**src/pattern_map.svh**
```systemverilog
// Register offsets, field positions, pattern codes and counts of the line test pattern block.
`ifndef PATTERN_MAP_SVH
`define PATTERN_MAP_SVH

// ----------------------------------------
// Register byte offsets and reset values
// ----------------------------------------
`define OFF_TX_BASIC 12'h000
`define OFF_TX_SELECT 12'h004
`define OFF_RX_STATUS 12'h008
`define OFF_RX_SELECT 12'h00C
`define OFF_VIOL_HI 12'h010
`define OFF_VIOL_LO 12'h014
`define OFF_IDLE_CODE 12'h018
`define CTRL_RESET 8'h00
`define IDLE_RESET 8'h7F

// ----------------------------------------
// Field positions
// ----------------------------------------
`define BASIC_ONES 0
`define BASIC_ALT 1
`define BASIC_P15 2
`define BASIC_QUASI_RANDOM_SIGNAL 3
`define BASIC_IDLE 6
`define SEL_ERR_INS 1
`define SEL_FRAMED 3
`define DET_ENABLE 2
`define DET_FRAMED 3
`define ST_DET_LOCK 4
`define ST_DET_ERR 5
`define ST_P15_LOCK 6
`define ST_QUASI_RANDOM_SIGNAL_LOCK 7

// ----------------------------------------
// Pattern select codes (bits 7..4)
// ----------------------------------------
`define PAT_ALL1 4'h0
`define PAT_QUASI_RANDOM_SIGNAL 4'h1
`define PAT_P5 4'h2
`define PAT_P6 4'h3
`define PAT_P9 4'h4
`define PAT_P9R 4'h5
`define PAT_P11 4'h6
`define PAT_P11R 4'h7
`define PAT_P15 4'h8
`define PAT_P20A 4'h9
`define PAT_P20B 4'hA
`define PAT_P23 4'hB
`define PAT_ALT 4'hC

// ----------------------------------------
// Counts
// ----------------------------------------
`define LOCK_BITS 9'h100
`define MAX_FRAME_ERRS 6'h20
`define T1_FRAME_BITS 8'hC1
`define E1_FRAME_BITS 9'h100
`define E1_OVH_BITS 9'h008

`endif

```
**src/pattern_pkg.sv**
```systemverilog
// Types shared by the line test pattern block.
package pattern_pkg;

	// Search or locked state of one pattern checker.
	typedef enum logic {SEARCH, LOCKED} lock_state_t;

	// APB request from the master.
	typedef struct packed {
		logic psel;
		logic penable;
		logic pwrite;
		logic [11:0] paddr;
		logic [31:0] pwdata;
	} apb_req_t;

	// Line side strobes and bits from the framer, all on pclk.
	typedef struct packed {
		logic bit_en;
		logic frame_start;
		logic e1_mode;
		logic sys_data;
		logic rx_data;
		logic bipolar_violation;
	} line_in_t;

endpackage : pattern_pkg

```
**src/line_test_pattern_gen_check.sv**
```systemverilog
// Line test pattern generator and checkers for one framer, with an APB register file.
//
// Design decisions made here: the APB register port and the placing of the registers.
`timescale 1ns/10ps
`default_nettype none
`include "pattern_map.svh"

module line_test_pattern_gen_check
	import pattern_pkg::*;
(
	// Clock and reset.
	input wire logic pclk,
	input wire logic presetn,
	// APB slave.
	input wire apb_req_t apb_req,
	output logic [31:0] prdata,
	output logic pready,
	output logic pslverr,
	// Line side.
	input wire line_in_t line_in,
	output logic tx_line
);

	// ----------------------------------------
	// Pattern functions
	// ----------------------------------------

	// Bit shifted into the pattern register for a given code.
	function automatic logic pat_fb(input logic [3:0] code, input logic [22:0] s);
		case (code)
			`PAT_ALL1: pat_fb = 1'b1;
			`PAT_ALT: pat_fb = ~s[0];
			`PAT_P5: pat_fb = s[4] ^ s[2];
			`PAT_P6: pat_fb = s[5] ^ s[4];
			`PAT_P9, `PAT_P9R: pat_fb = s[8] ^ s[4];
			`PAT_P11, `PAT_P11R: pat_fb = s[10] ^ s[8];
			`PAT_P15: pat_fb = s[14] ^ s[13];
			`PAT_QUASI_RANDOM_SIGNAL, `PAT_P20A, `PAT_P20B: pat_fb = s[19] ^ s[16];
			`PAT_P23: pat_fb = s[22] ^ s[17];
			default: pat_fb = 1'b1;
		endcase
	endfunction : pat_fb

	// Line bit produced from the shifted bit; QUASI_RANDOM_SIGNAL forces a one over long zero runs.
	function automatic logic pat_out(input logic [3:0] code, input logic [22:0] s, input logic fb);
		case (code)
			`PAT_QUASI_RANDOM_SIGNAL: pat_out = fb | (s[18:5] == 14'h0000);
			`PAT_P9R, `PAT_P11R: pat_out = ~fb;
			default: pat_out = fb;
		endcase
	endfunction : pat_out

	// ----------------------------------------
	// Frame position
	// ----------------------------------------
	logic [8:0] pos_ff;
	logic [8:0] cur_pos;
	logic overhead;
	logic bit_en;
	logic [2:0] slot_bit;

	// The frame counter wraps at 193 or 256 bits; framing is bit 0 in T1 and slot 0 in E1.
	// The frame strobe marks the current bit as position 0, so the next bit is position 1.
	always_ff @(posedge pclk or negedge presetn) begin
		if (!presetn) begin
			pos_ff <= 9'h000;
		end else if (bit_en) begin
			if (line_in.e1_mode) begin
				pos_ff <= (cur_pos == `E1_FRAME_BITS - 9'h001) ? 9'h000 : cur_pos + 9'h001;
			end else begin
				pos_ff <= (cur_pos == {1'b0, `T1_FRAME_BITS} - 9'h001) ? 9'h000 : cur_pos + 9'h001;
			end
		end else if (line_in.frame_start) begin
			pos_ff <= 9'h000;
		end
	end

	assign bit_en = line_in.bit_en;
	assign cur_pos = line_in.frame_start ? 9'h000 : pos_ff;
	assign overhead = line_in.e1_mode ? (cur_pos < `E1_OVH_BITS) : (cur_pos == 9'h000);
	assign slot_bit = line_in.e1_mode ? cur_pos[2:0] : 3'(cur_pos - 9'h001);

	// ----------------------------------------
	// Registers and APB slave
	// ----------------------------------------
	logic [7:0] tx_basic_pattern_ctrl_ff;
	logic [7:0] tx_select_pattern_ctrl_ff;
	logic [7:0] rx_select_pattern_ctrl_ff;
	logic [7:0] idle_code_reg_ff;
	logic [15:0] viol_count_ff;
	logic det_err_ff;
	logic [31:0] prdata_ff;
	logic pready_ff;
	logic pslverr_ff;
	logic [7:0] status_word;
	logic wr_en;
	logic rd_status;
	logic det_en;
	lock_state_t st_ff [3];

	assign wr_en = apb_req.psel & apb_req.penable & pready_ff & apb_req.pwrite;
	assign rd_status = apb_req.psel & apb_req.penable & pready_ff & ~apb_req.pwrite
		& (apb_req.paddr == `OFF_RX_STATUS);
	assign det_en = rx_select_pattern_ctrl_ff[`DET_ENABLE];
	assign status_word = {st_ff[1] == LOCKED, st_ff[0] == LOCKED, det_err_ff, st_ff[2] == LOCKED, 4'h0};

	// Control registers take their value at the access edge; the pattern fields are steered below.
	always_ff @(posedge pclk or negedge presetn) begin
		if (!presetn) begin
			tx_basic_pattern_ctrl_ff <= `CTRL_RESET;
			tx_select_pattern_ctrl_ff <= `CTRL_RESET;
			rx_select_pattern_ctrl_ff <= `CTRL_RESET;
			idle_code_reg_ff <= `IDLE_RESET;
		end else if (wr_en) begin
			if (apb_req.paddr == `OFF_TX_BASIC) begin
				tx_basic_pattern_ctrl_ff <= apb_req.pwdata[7:0];
			end else if (apb_req.paddr == `OFF_TX_SELECT) begin
				tx_select_pattern_ctrl_ff <= apb_req.pwdata[7:0];
			end else if (apb_req.paddr == `OFF_RX_SELECT) begin
				rx_select_pattern_ctrl_ff <= apb_req.pwdata[7:0];
			end else if (apb_req.paddr == `OFF_IDLE_CODE) begin
				idle_code_reg_ff <= apb_req.pwdata[7:0];
			end
		end
	end

	// Zero-wait answer: pready rises for the access cycle, read data is latched with it.
	always_ff @(posedge pclk or negedge presetn) begin
		if (!presetn) begin
			pready_ff <= 1'b0;
			pslverr_ff <= 1'b0;
			prdata_ff <= 32'h0000_0000;
		end else if (apb_req.psel && !apb_req.penable && !pready_ff) begin
			pready_ff <= 1'b1;
			pslverr_ff <= 1'b0;
			prdata_ff <= 32'h0000_0000;
			if (apb_req.paddr == `OFF_TX_BASIC) begin
				prdata_ff[7:0] <= tx_basic_pattern_ctrl_ff;
			end else if (apb_req.paddr == `OFF_TX_SELECT) begin
				prdata_ff[7:0] <= tx_select_pattern_ctrl_ff;
			end else if (apb_req.paddr == `OFF_RX_STATUS) begin
				prdata_ff[7:0] <= status_word;
				pslverr_ff <= apb_req.pwrite;
			end else if (apb_req.paddr == `OFF_RX_SELECT) begin
				prdata_ff[7:0] <= rx_select_pattern_ctrl_ff;
			end else if (apb_req.paddr == `OFF_VIOL_HI) begin
				prdata_ff[7:0] <= viol_count_ff[15:8];
			end else if (apb_req.paddr == `OFF_VIOL_LO) begin
				prdata_ff[7:0] <= viol_count_ff[7:0];
			end else if (apb_req.paddr == `OFF_IDLE_CODE) begin
				prdata_ff[7:0] <= idle_code_reg_ff;
			end else begin
				pslverr_ff <= 1'b1;
			end
		end else begin
			pready_ff <= 1'b0;
			pslverr_ff <= 1'b0;
		end
	end

	assign prdata = prdata_ff;
	assign pready = pready_ff;
	assign pslverr = pslverr_ff;

	// ----------------------------------------
	// Transmit generator
	// ----------------------------------------
	logic [22:0] tx_lfsr_ff;
	logic tx_line_ff;
	logic ins_prev_ff;
	logic ins_pend_ff;
	logic [3:0] tx_code;
	logic tx_fb;
	logic tx_pat;
	logic sel_active;

	// Basic QUASI_RANDOM_SIGNAL and 2^15-1 reuse the selectable generator's shift register.
	assign tx_code = tx_basic_pattern_ctrl_ff[`BASIC_QUASI_RANDOM_SIGNAL] ? `PAT_QUASI_RANDOM_SIGNAL
		: tx_basic_pattern_ctrl_ff[`BASIC_P15] ? `PAT_P15 : tx_select_pattern_ctrl_ff[7:4];
	assign tx_fb = pat_fb(tx_code, tx_lfsr_ff);
	assign tx_pat = pat_out(tx_code, tx_lfsr_ff, tx_fb);
	assign sel_active = (tx_basic_pattern_ctrl_ff == `CTRL_RESET) && (tx_select_pattern_ctrl_ff[7:4] <= `PAT_ALT);

	// The register advances on every bit except the overhead bits of framed patterns; all-zero lockup is reseeded.
	always_ff @(posedge pclk or negedge presetn) begin
		if (!presetn) begin
			tx_lfsr_ff <= 23'h00_0001;
		end else if (tx_lfsr_ff == 23'h00_0000) begin
			tx_lfsr_ff <= 23'h00_0001;
		end else if (bit_en && !(overhead && (tx_basic_pattern_ctrl_ff[`BASIC_QUASI_RANDOM_SIGNAL]
				|| tx_basic_pattern_ctrl_ff[`BASIC_P15] || tx_select_pattern_ctrl_ff[`SEL_FRAMED]))) begin
			tx_lfsr_ff <= {tx_lfsr_ff[21:0], tx_fb};
		end
	end

	// A 0-to-1 step of the insert bit arms one inverted bit; the arm is set before it is spent.
	always_ff @(posedge pclk or negedge presetn) begin
		if (!presetn) begin
			ins_prev_ff <= 1'b0;
			ins_pend_ff <= 1'b0;
		end else begin
			ins_prev_ff <= tx_select_pattern_ctrl_ff[`SEL_ERR_INS];
			if (sel_active && tx_select_pattern_ctrl_ff[`SEL_ERR_INS] && !ins_prev_ff) begin
				ins_pend_ff <= 1'b1;
			end else if (bit_en && !(overhead && tx_select_pattern_ctrl_ff[`SEL_FRAMED])) begin
				ins_pend_ff <= 1'b0;
			end
		end
	end

	// Line bit selection, highest priority first; framed patterns pass framing, link and CRC bits.
	always_ff @(posedge pclk or negedge presetn) begin
		if (!presetn) begin
			tx_line_ff <= 1'b1;
		end else if (bit_en) begin
			if (tx_basic_pattern_ctrl_ff[`BASIC_ONES]) begin
				tx_line_ff <= 1'b1;
			end else if (tx_basic_pattern_ctrl_ff[`BASIC_ALT]) begin
				tx_line_ff <= ~tx_line_ff;
			end else if (tx_basic_pattern_ctrl_ff[`BASIC_QUASI_RANDOM_SIGNAL] || tx_basic_pattern_ctrl_ff[`BASIC_P15]) begin
				tx_line_ff <= overhead ? line_in.sys_data : tx_pat;
			end else if (tx_basic_pattern_ctrl_ff[`BASIC_IDLE]) begin
				tx_line_ff <= overhead ? line_in.sys_data : idle_code_reg_ff[3'h7 - slot_bit];
			end else if (sel_active) begin
				if (overhead && tx_select_pattern_ctrl_ff[`SEL_FRAMED]) begin
					tx_line_ff <= line_in.sys_data;
				end else begin
					tx_line_ff <= tx_pat ^ ins_pend_ff;
				end
			end else begin
				tx_line_ff <= line_in.sys_data;
			end
		end
	end

	assign tx_line = tx_line_ff;

	// ----------------------------------------
	// Receive checkers: 0 fixed 2^15-1, 1 fixed QUASI_RANDOM_SIGNAL, 2 selectable
	// ----------------------------------------
	logic chk_err [3];

	for (genvar k = 0; k < 3; k++) begin : g_chk
		logic [22:0] lfsr_ff;
		logic [8:0] run_ff;
		logic [5:0] ferr_ff;
		logic [3:0] code;
		logic enable;
		logic framed;
		logic step;
		logic fb;
		logic match;

		assign code = (k == 0) ? `PAT_P15 : (k == 1) ? `PAT_QUASI_RANDOM_SIGNAL : rx_select_pattern_ctrl_ff[7:4];
		assign enable = (k < 2) || det_en;
		assign framed = (k < 2) || rx_select_pattern_ctrl_ff[`DET_FRAMED];
		assign step = enable && bit_en && !(framed && overhead);
		assign fb = pat_fb(code, lfsr_ff);
		assign match = pat_out(code, lfsr_ff, fb) == line_in.rx_data;
		assign chk_err[k] = step && (st_ff[k] == LOCKED) && !match;

		// Searching reloads from the line so the register self-aligns; locked it runs free.
		always_ff @(posedge pclk or negedge presetn) begin
			if (!presetn) begin
				lfsr_ff <= 23'h00_0001;
			end else if (step) begin
				if (st_ff[k] == LOCKED) begin
					lfsr_ff <= {lfsr_ff[21:0], fb};
				end else begin
					lfsr_ff <= {lfsr_ff[21:0], line_in.rx_data ^ (code == `PAT_P9R || code == `PAT_P11R)};
				end
			end
		end

		// Lock needs 256 matches in a row; the fixed monitors drop it beyond 32 errors in a frame.
		always_ff @(posedge pclk or negedge presetn) begin
			if (!presetn) begin
				st_ff[k] <= SEARCH;
				run_ff <= 9'h000;
				ferr_ff <= 6'h00;
			end else if (!enable) begin
				st_ff[k] <= SEARCH;
				run_ff <= 9'h000;
				ferr_ff <= 6'h00;
			end else begin
				case (st_ff[k])
					SEARCH: begin
						if (step) begin
							run_ff <= match ? run_ff + 9'h001 : 9'h000;
							if (match && run_ff == `LOCK_BITS - 9'h001) begin
								st_ff[k] <= LOCKED;
							end
						end
						ferr_ff <= 6'h00;
					end
					LOCKED: begin
						run_ff <= 9'h000;
						if (line_in.frame_start) begin
							ferr_ff <= 6'h00;
						end else if (chk_err[k] && k < 2) begin
							if (ferr_ff == `MAX_FRAME_ERRS) begin
								st_ff[k] <= SEARCH;
								ferr_ff <= 6'h00;
							end else begin
								ferr_ff <= ferr_ff + 6'h01;
							end
						end
					end
					default: st_ff[k] <= SEARCH;
				endcase
			end
		end
	end

	// ----------------------------------------
	// Error flag and shared violation counter
	// ----------------------------------------

	// The error flag clears on a status read, but an error in that cycle keeps it set.
	always_ff @(posedge pclk or negedge presetn) begin
		if (!presetn) begin
			det_err_ff <= 1'b0;
		end else if (det_en && chk_err[2]) begin
			det_err_ff <= 1'b1;
		end else if (rd_status) begin
			det_err_ff <= 1'b0;
		end
	end

	// In test mode the counter counts pattern errors only; it saturates and clears on any write to it.
	always_ff @(posedge pclk or negedge presetn) begin
		if (!presetn) begin
			viol_count_ff <= 16'h0000;
		end else if (wr_en && (apb_req.paddr == `OFF_VIOL_HI || apb_req.paddr == `OFF_VIOL_LO)) begin
			viol_count_ff <= 16'h0000;
		end else if ((det_en ? chk_err[2] : line_in.bipolar_violation) && viol_count_ff != 16'hFFFF) begin
			viol_count_ff <= viol_count_ff + 16'h0001;
		end
	end
endmodule : line_test_pattern_gen_check
`default_nettype wire

```
**config.mk**
```make
export PLATFORM = sky130hd
export DESIGN_NAME = line_test_pattern_gen_check
export DESIGN_NICKNAME = d
export VERILOG_FILES = /design/src/pattern_pkg.sv /design/src/line_test_pattern_gen_check.sv
export VERILOG_INCLUDE_DIRS = /design/src /design/src/src
export SDC_FILE = /design/constraint.sdc
export NUM_CORES = 1
export LEC_CHECK = 0
export ABC_AREA = 1
export BUFFER_PORTS_ARGS = -buffer_cell sky130_fd_sc_hd__buf_2
export CORE_MARGIN = 2
export CORE_UTILIZATION = 38
export DETAILED_ROUTE_END_ITERATION = 10
export GPL_TIMING_DRIVEN = 0
export PLACE_DENSITY = 0.63
export SLEW_MARGIN = 15
export SYNTH_ARGS = -nofsm -noshare
export SYNTH_HDL_FRONTEND = slang
export SYNTH_SLANG_ARGS = --single-unit
```
**constraint.sdc**
```tcl
create_clock -name pclk -period 3.25 [get_ports pclk]
set_input_delay 0.1625 -clock pclk [delete_from_list [all_inputs] [get_ports pclk]]
set_output_delay 0.1625 -clock pclk [all_outputs]
set_load 0.03 [all_outputs]
```
==> metrics.md, run 1 <==
| Metric | Value |
|---|---|
| LEAKAGE | `0.00561 uW` |
| Hold Path Class | `input port to flop` |
| DRC viols | `0` |
| Crit start category | `flop` |
| Cells after Synth | `1303` |
| Post-layout total power | `5740 uW` |
| Cell variety after synth | `56` |
| Clock Latency Late Sink | `0.43 ns` |
| WL/cell | `13.8 um` |
| Final cell count without fillers | `1742` |
| Num Clock Sinks | `194` |
| Pin count of the biggest net entering global routing | `81` |
| Crit path required time | `3.56 ns` |
| Post-synthesis sequential area ratio | `46.4%` |
| Height of the die | `170 um` |
| Via count | `8688` |
| Hold Violations, Final | `0` |
| Fraction of layout cells with a size suffix above 1 | `13.9%` |
| Max Cap Viol | `0` |
| RSZ-0062 raised after global routing | `false` |
| Status | `finished, final reports clean` |
| Final setup fails | `0` |
| TritonCTS Buffers | `17` |
| CTS root buf | `clkbuf_16` |
| CP Max Fanout | `5` |
| # IOs | `90` |
| Initial antenna violation count | `0` |
| Avg Vias per Cell | `4.99` |
| DP Worst Slack | `0.647 ns` |
| CP arrival | `2.84 ns` |
| Post-CTS Setup Repair Bufs | `0` |
| Hold WS | `0.0637 ns` |
| Die Width | `170 um` |
| Relative slew slack | `53.0%` |
| Commonest non-fill, non-tap cell in the layout | `nand2_1` |
| Synth-to-Final Area Change | `13.1%` |
| GRT Total Usage | `17.5%` |
| IO buf count | `40` |
| Std-Cell Rows | `60` |
| Peak supply drop | `0.306 mV` |
| Fin nets | `1461` |
| Drt pass-1 iters | `5` |
| Core area | `27000 um^2` |
| PD cells | `483 nW/um^2` |
| H-Tree Depth | `4` |
| Most frequent cells in the layout | `nand2_1 (310), dfrtp_1 (182), inv_1 (171)` |
| DRT iter0 DRCs | `564` |
| Final Worst Setup Slack | `0.726 ns` |
| Slew Limit Fails | `0` |
| Max Freq | `396 MHz` |
| Period utilization | `77.7%` |
| Routability cong. | `0.867` |
| Hold bufs inserted after CTS | `1` |
| Number of synthesized register bits | `194` |
| Total gr overflow | `0` |
| Clock slew at reported path FFs | `0.07 ns` |
| Post-Place Cells | `1709` |
| Fill count | `2731` |
| First-pass GRT wire length | `41300 um` |
| Clk buf depth | `2` |
| Clk_skew | `0.0142 ns` |
| Minimum clock period | `2.52 ns` |
| Number of global-route vias before repair | `8381` |
| Setup TNS | `0 ns` |
| Initial Util | `38.9%` |
| Final ANT Viol Nets | `0` |
| Final WL | `24000 um` |
| Synthesized area | `10500 um^2` |
| Setup CP Type | `flop to flop` |
| Ant. Diodes | `0` |
| Yosys warning count | `0` |
| Worst Setup End Kind | `flop` |
| Post-CTS sizing | `0` |
| Worst Max-Slew Pin Slew | `0.703 ns` |
| HPWL Detailed | `17600 um` |
| CTS tree | `yes` |
| Post-Syn Area per Cell | `8.06 um^2` |
| Die footprint | `29000 um^2` |
==> metrics by stage <==
| step | util (%) | instance area (um^2) |
|---|---|---|
| floorplan | - | 10600 |
| global placement | 41.5 | 11200 |
| detailed placement | 41.7 | 11300 |
| CTS | 43.9 | 11900 |
| global route | 43.9 | 11900 |
| finish | 43.9 | 11900 |
==> cells in the mapped netlist (all sizes together) <==
| master | instances | area share [%] |
|---|---|---|
| nand2 | 332 | 13 |
| inv | 185 | 6.7 |
| dfrtp | 182 | 43 |
| o21ai | 134 | 6.5 |
| nand3 | 78 | 4.6 |
| nor2 | 74 | 3.2 |
| nor3 | 44 | 2.2 |
| a21oi | 39 | 1.9 |
| nand4 | 38 | 2.3 |
| buf | 34 | 2.4 |
| xor2 | 26 | 2.2 |
| clkbuf | 22 | 0.86 |
| ha | 18 | 2.1 |
| o211ai | 14 | 1.0 |
| o22ai | 13 | 0.77 |
| dfstp | 12 | 3.0 |
| nor4 | 10 | 0.66 |
| a31oi | 7 | 0.42 |
| xnor2 | 6 | 0.50 |
| a221oi | 5 | 0.42 |
| mux2 | 4 | 0.43 |
| nor3b | 4 | 0.33 |
| o31ai | 4 | 0.29 |
| a211oi | 3 | 0.26 |
| a32o | 2 | 0.19 |
| and3 | 2 | 0.12 |
| o2111ai | 2 | 0.17 |
| o221ai | 2 | 0.17 |
| clkinv | 1 | 0.036 |
| conb | 1 | 0.036 |
| nand3b | 1 | 0.072 |
| nor4b | 1 | 0.083 |
| o21bai | 1 | 0.072 |
| o32ai | 1 | 0.083 |
| or2 | 1 | 0.060 |
==> metal layers <==
metal	vias to the layer above	track usage (%)	part of all wire, %
met5	-	0	0
li1	4421	-	-
met4	0	3.68	0.95
met2	171	27.3	45
met1	4081	24.9	49
met3	15	4.23	5.1
==> sequential cells by signal (all words and copies together) (netlist names) <==
| register | count |
|---|---|
| ins_pend_ff | 1 |
| pslverr | 1 |
| pos_ff | 9 |
| viol_count_ff | 16 |
| tx_select_pattern_ctrl_ff | 8 |
| pready | 1 |
| g_chk.run_ff | 27 |
| g_chk.lfsr_ff | 58 |
| rx_select_pattern_ctrl_ff | 8 |
| st_ff | 3 |
| tx_basic_pattern_ctrl_ff | 8 |
| tx_line | 1 |
| g_chk.ferr_ff | 12 |
| tx_lfsr_ff | 23 |
| ins_prev_ff | 1 |
| prdata | 8 |
| det_err_ff | 1 |
| idle_code_reg_ff | 8 |
==> final cells by class <==
type                    count  area (um^2)  share of cell area [%]
repair buffers             43          275                    2.32
multi-input cells         890         4660                    39.3
clock buffers              21          460                    3.88
flip-flops and latches    194         4870                    41.0
clock inverters            11          128                    1.07
well taps                 341          427                    3.59
inverters                 186          711                    5.98
plain buffers              56          344                    2.90
==> final timing paths <==
path | startpoint | endpoint | slack (ns) | depth (start not counted)
max | pos_ff[1] | pos_ff[2] | 0.73 | 15
min | line_in[4] | st_ff[2] | 0.06 | 3
max reg2reg | pos_ff[1] | pos_ff[2] | 0.73 | 15
min reg2reg | ins_prev_ff | ins_pend_ff | 0.43 | 1
max in group asynchronous | presetn | g_chk[0].lfsr_ff[0] | 2.26 | 3
min in group asynchronous | presetn | viol_count_ff[8] | 0.23 | 2
==> power breakdown <==
part	switching, uW	total [uW]	internal [uW]	leakage [uW]
clock	950	2140	1180	0.000281
sequential	173	2840	2660	0.00258
combinational	489	766	277	0.00274
==> worst max-delay path: stages (launching register included) <==
cell	delay [ns]
dfrtp_1	0.33
nand2_1	0.12
inv_1	0.11
ha_1	0.19
inv_1	0.06
nor4_1	0.38
nand2_1	0.13
nor2_1	0.14
nand2_1	0.10
inv_1	0.07
ha_1	0.16
o211ai_1	0.14
nor2_1	0.22
inv_1	0.12
nand3_1	0.10
inv_1	0.05
==> logic make-up after synthesis <==
kind of cell | after synthesis | synth area share, %
AND/OR/NAND/NOR | 585 | 26.1
buffers and inverters | 242 | 10.0
AO/OA/AOI/OAI | 227 | 12.2
flip-flops | 194 | 46.4
XOR/XNOR | 32 | 2.67
adder cells (fa/ha/maj) | 18 | 2.14
multiplexers | 4 | 0.429
other | 1 | 0.0357
(Power assumes the default switching activity.)
==> run 2, diff against run 1 <==
--- a/config.mk
+++ b/config.mk
@@ -12,7 +12,7 @@
 export CORE_UTILIZATION = 38
 export DETAILED_ROUTE_END_ITERATION = 10
 export GPL_TIMING_DRIVEN = 0
-export PLACE_DENSITY = 0.63
+export PLACE_DENSITY = 0.65
 export SLEW_MARGIN = 15
 export SYNTH_ARGS = -nofsm -noshare
 export SYNTH_HDL_FRONTEND = slang
==> constraint.sdc (replaced) <==
create_clock -name pclk -period 2.3 [get_ports pclk]
set_input_delay 0.115 -clock pclk [delete_from_list [all_inputs] [get_ports pclk]]
set_output_delay 0.115 -clock pclk [all_outputs]
set_load 0.03 [all_outputs]
==> metrics.md, run 2 (synthesis gave the netlist of run 1 again) <==
| Metric | Value |
|---|---|
| Status | `finished, final reports clean` |
| Crit path required time | `2.63 ns` |
| Max Freq | `441 MHz` |
| Hold Path Class | `input port to flop` |
| TritonCTS Buffers | `17` |
| Core area | `27000 um^2` |
| Worst Max-Slew Pin Slew | `0.686 ns` |
| Pin count of the biggest net entering global routing | `106` |
| Minimum clock period | `2.27 ns` |
| Die Width | `170 um` |
| Sequential group share of total power | `48.3%` |
| HPWL Detailed | `17200 um` |
| Number of global-route vias before repair | `8401` |
| IO buf count | `40` |
| Height of the die | `170 um` |
| Most frequent cells in the layout | `nand2_1 (303), dfrtp_1 (177), inv_1 (161)` |
| DRC viols | `0` |
| Final ANT Viol Nets | `0` |
| Ant. Diodes | `0` |
| Std-Cell Rows | `60` |
| Min-Delay Endpoint | `idle_code_reg_ff[1]` |
| Fin nets | `1478` |
| Avg Vias per Cell | `5.10` |
| Worst path cell trace | `buf_6 > inv_4 > nand2_4 > nor2_4 > nand2_2 > o211ai_1 > nand3_2 > nand4_1 > nand4_1 > nand2_2 > nand3_4 > nand2_8 > nand2_8 > clkbuf_16 > nand3_2 > nand2_2` |
| RSZ-0062 raised after global routing | `true` |
| Reg2Reg Setup Slack | `0.03 ns` |
| Setup TNS | `0 ns` |
| Worst Setup End Kind | `flop` |
| Net switching power | `2260 uW` |
| Final setup fails | `0` |
| Cell Int Power | `6030 uW` |
| DP Worst Slack | `-0.215 ns` |
| Routed length on met1 | `11600 um` |
| CTS tree | `yes` |
| Via count | `8978` |
| Drt pass-1 iters | `7` |
| Final Worst Setup Slack | `0.0327 ns` |
| Area of the multi-input gates | `4920 um^2` |
| CP Max Fanout | `8` |
| Final cell count without fillers | `1759` |
| Num Clock Sinks | `194` |
| Worst Hold Launch | `apb_req[1]` |
| Clock Latency Late Sink | `0.43 ns` |
| Max Cap Viol | `0` |
| Clk_skew | `0.0117 ns` |
| Commonest non-fill, non-tap cell in the layout | `nand2_1` |
| Period utilization | `98.6%` |
| Initial Util | `38.9%` |
| Peak supply drop | `0.422 mV` |
| WL/cell | `13.9 um` |
| Routability cong. | `0.859` |
| GRT Total Usage | `17.2%` |
| Most frequent CP cell | `nand2_2` |
| Switch share | `27.3%` |
| Comb power frac | `13.4%` |
| Reg area | `4880 um^2` |
| DRT iter0 DRCs | `601` |
| CTS root buf | `clkbuf_16` |
| Clk buf depth | `2` |
| Clock network fraction of total power | `38.3%` |
| PD cells | `671 nW/um^2` |
| CP arrival | `2.60 ns` |
| Hold Path Cell Cnt | `3` |
| H-Tree Depth | `4` |
| Largest register FFs | `58` |
| # IOs | `90` |
| Setup CP Type | `flop to flop` |
| Fill count | `2663` |
| Top Registers | `g_chk.lfsr_ff: 58 flops, g_chk.run_ff: 27 flops, tx_lfsr_ff: 23 flops` |
| WL met3 | `1110 um` |
| DR top layer | `met4` |
| Slew Limit Fails | `0` |
| Hold Violations, Final | `0` |
| Clock slew at reported path FFs | `0.07 ns` |
| Reg2Reg Launch Point | `rx_select_pattern_ctrl_ff[7]` |
| Crit start category | `flop` |
| Fraction of layout cells with a size suffix above 1 | `18.6%` |
| Top reg by flops | `g_chk.lfsr_ff` |
| Total gr overflow | `0` |
| Slowest-stage cell, CP | `dfrtp_1` |
| RR Endpoint | `viol_count_ff[6]` |
| Relative slew slack | `54.3%` |
| Post-Place Cells | `1708` |
| Die footprint | `29000 um^2` |
| Final WL | `24400 um` |
| Crit path largest cell delay | `0.38 ns` |
| Met2 WL | `11200 um` |
| Worst R2R Path Depth | `16` |
| Synth-to-Final Area Change | `17.6%` |
| Initial antenna violation count | `0` |
| LEAKAGE | `0.00577 uW` |
| First-pass GRT wire length | `40700 um` |
-- run 2: cell types whose count changed in the layout (fill, tap and decap cells not counted), sizes merged --
| cell | change |
|---|---|
| buf | +17 |
| bufinv | +2 |
| clkbuf | -2 |
| dlygate4sd3 | +1 |
| inv | -1 |
-- run 2: through the flow --
step	utilization (%)	hold WS (ns)	area (um^2)	total power [uW]
2_1_floorplan	-	-0.181	10600	4790
3_3_place_gp	41.5	0.416	11200	5110
3_5_place_dp	41.6	0.184	11300	5150
4_1_cts	44.1	0.0159	11900	8340
5_1_grt	45.7	0.0202	12300	8730
6_report	45.7	0.0290	12300	8290
-- run 2: critical path, delay by kind of cell, from the launching register on --
| kind | cells | cell delay [ns] |
|---|---|---|
| and+or+nand+nor | 12 | 1.18 |
| DFF | 1 | 0.38 |
| buffers and inverters | 3 | 0.38 |
| AOI/OAI and AO/OA | 1 | 0.21 |
-- run 2: layer usage --
layer | global-route usage, % | vias up
met2 | 26.6 | 199
met5 | 0 | -
met1 | 24.3 | 4296
met4 | 4.83 | 0
li1 | - | 4452
met3 | 3.86 | 31
-- run 2: worst max-delay path by stage --
stage / startpoint / to / slack [ns] / depth (start not counted)
floorplan: pos_ff[0] / pos_ff[5] / 0.18 / 15
global placement: presetn / g_chk[1].ferr_ff[4] / -2.17 / 1
detailed placement: line_in[4] / pos_ff[6] / -0.21 / 17
CTS: pos_ff[0] / g_chk[1].ferr_ff[4] / 0.0004 / 16
global route: rx_select_pattern_ctrl_ff[7] / viol_count_ff[12] / -0.16 / 16
finish: rx_select_pattern_ctrl_ff[7] / viol_count_ff[6] / 0.03 / 16
-- run 2: final cells by class --
cell class,instances,share of cell area (%)
timing repair buffer,63,3.48
multi-input combinational,890,39.8
clock buffer,20,3.62
buffer,53,2.84
inverter,186,5.82
sequential,194,39.5
clock inverter,12,1.45
tap,341,3.46
-- run 2: power groups by stage --
stage / Clock, uW / Sequential, uW / Combinational [uW]
after floorplan: 0 / 4010 / 786
after global placement: 0 / 4060 / 1050
after global routing: 3370 / 4050 / 1300
final: 3170 / 4010 / 1110
after detailed placement: 0 / 4070 / 1080
after CTS: 3250 / 4000 / 1090
-- run 2: timing repair --
action                                 in CTS  in global routing
buffers inserted                            3                 16
endpoints found under the hold margin      84                  0
resized for setup                           3                 75
hold buffers                                2                  0
pin swaps                                   5                 27
setup endpoints to repair                  32                109
cloned                                      0                  1
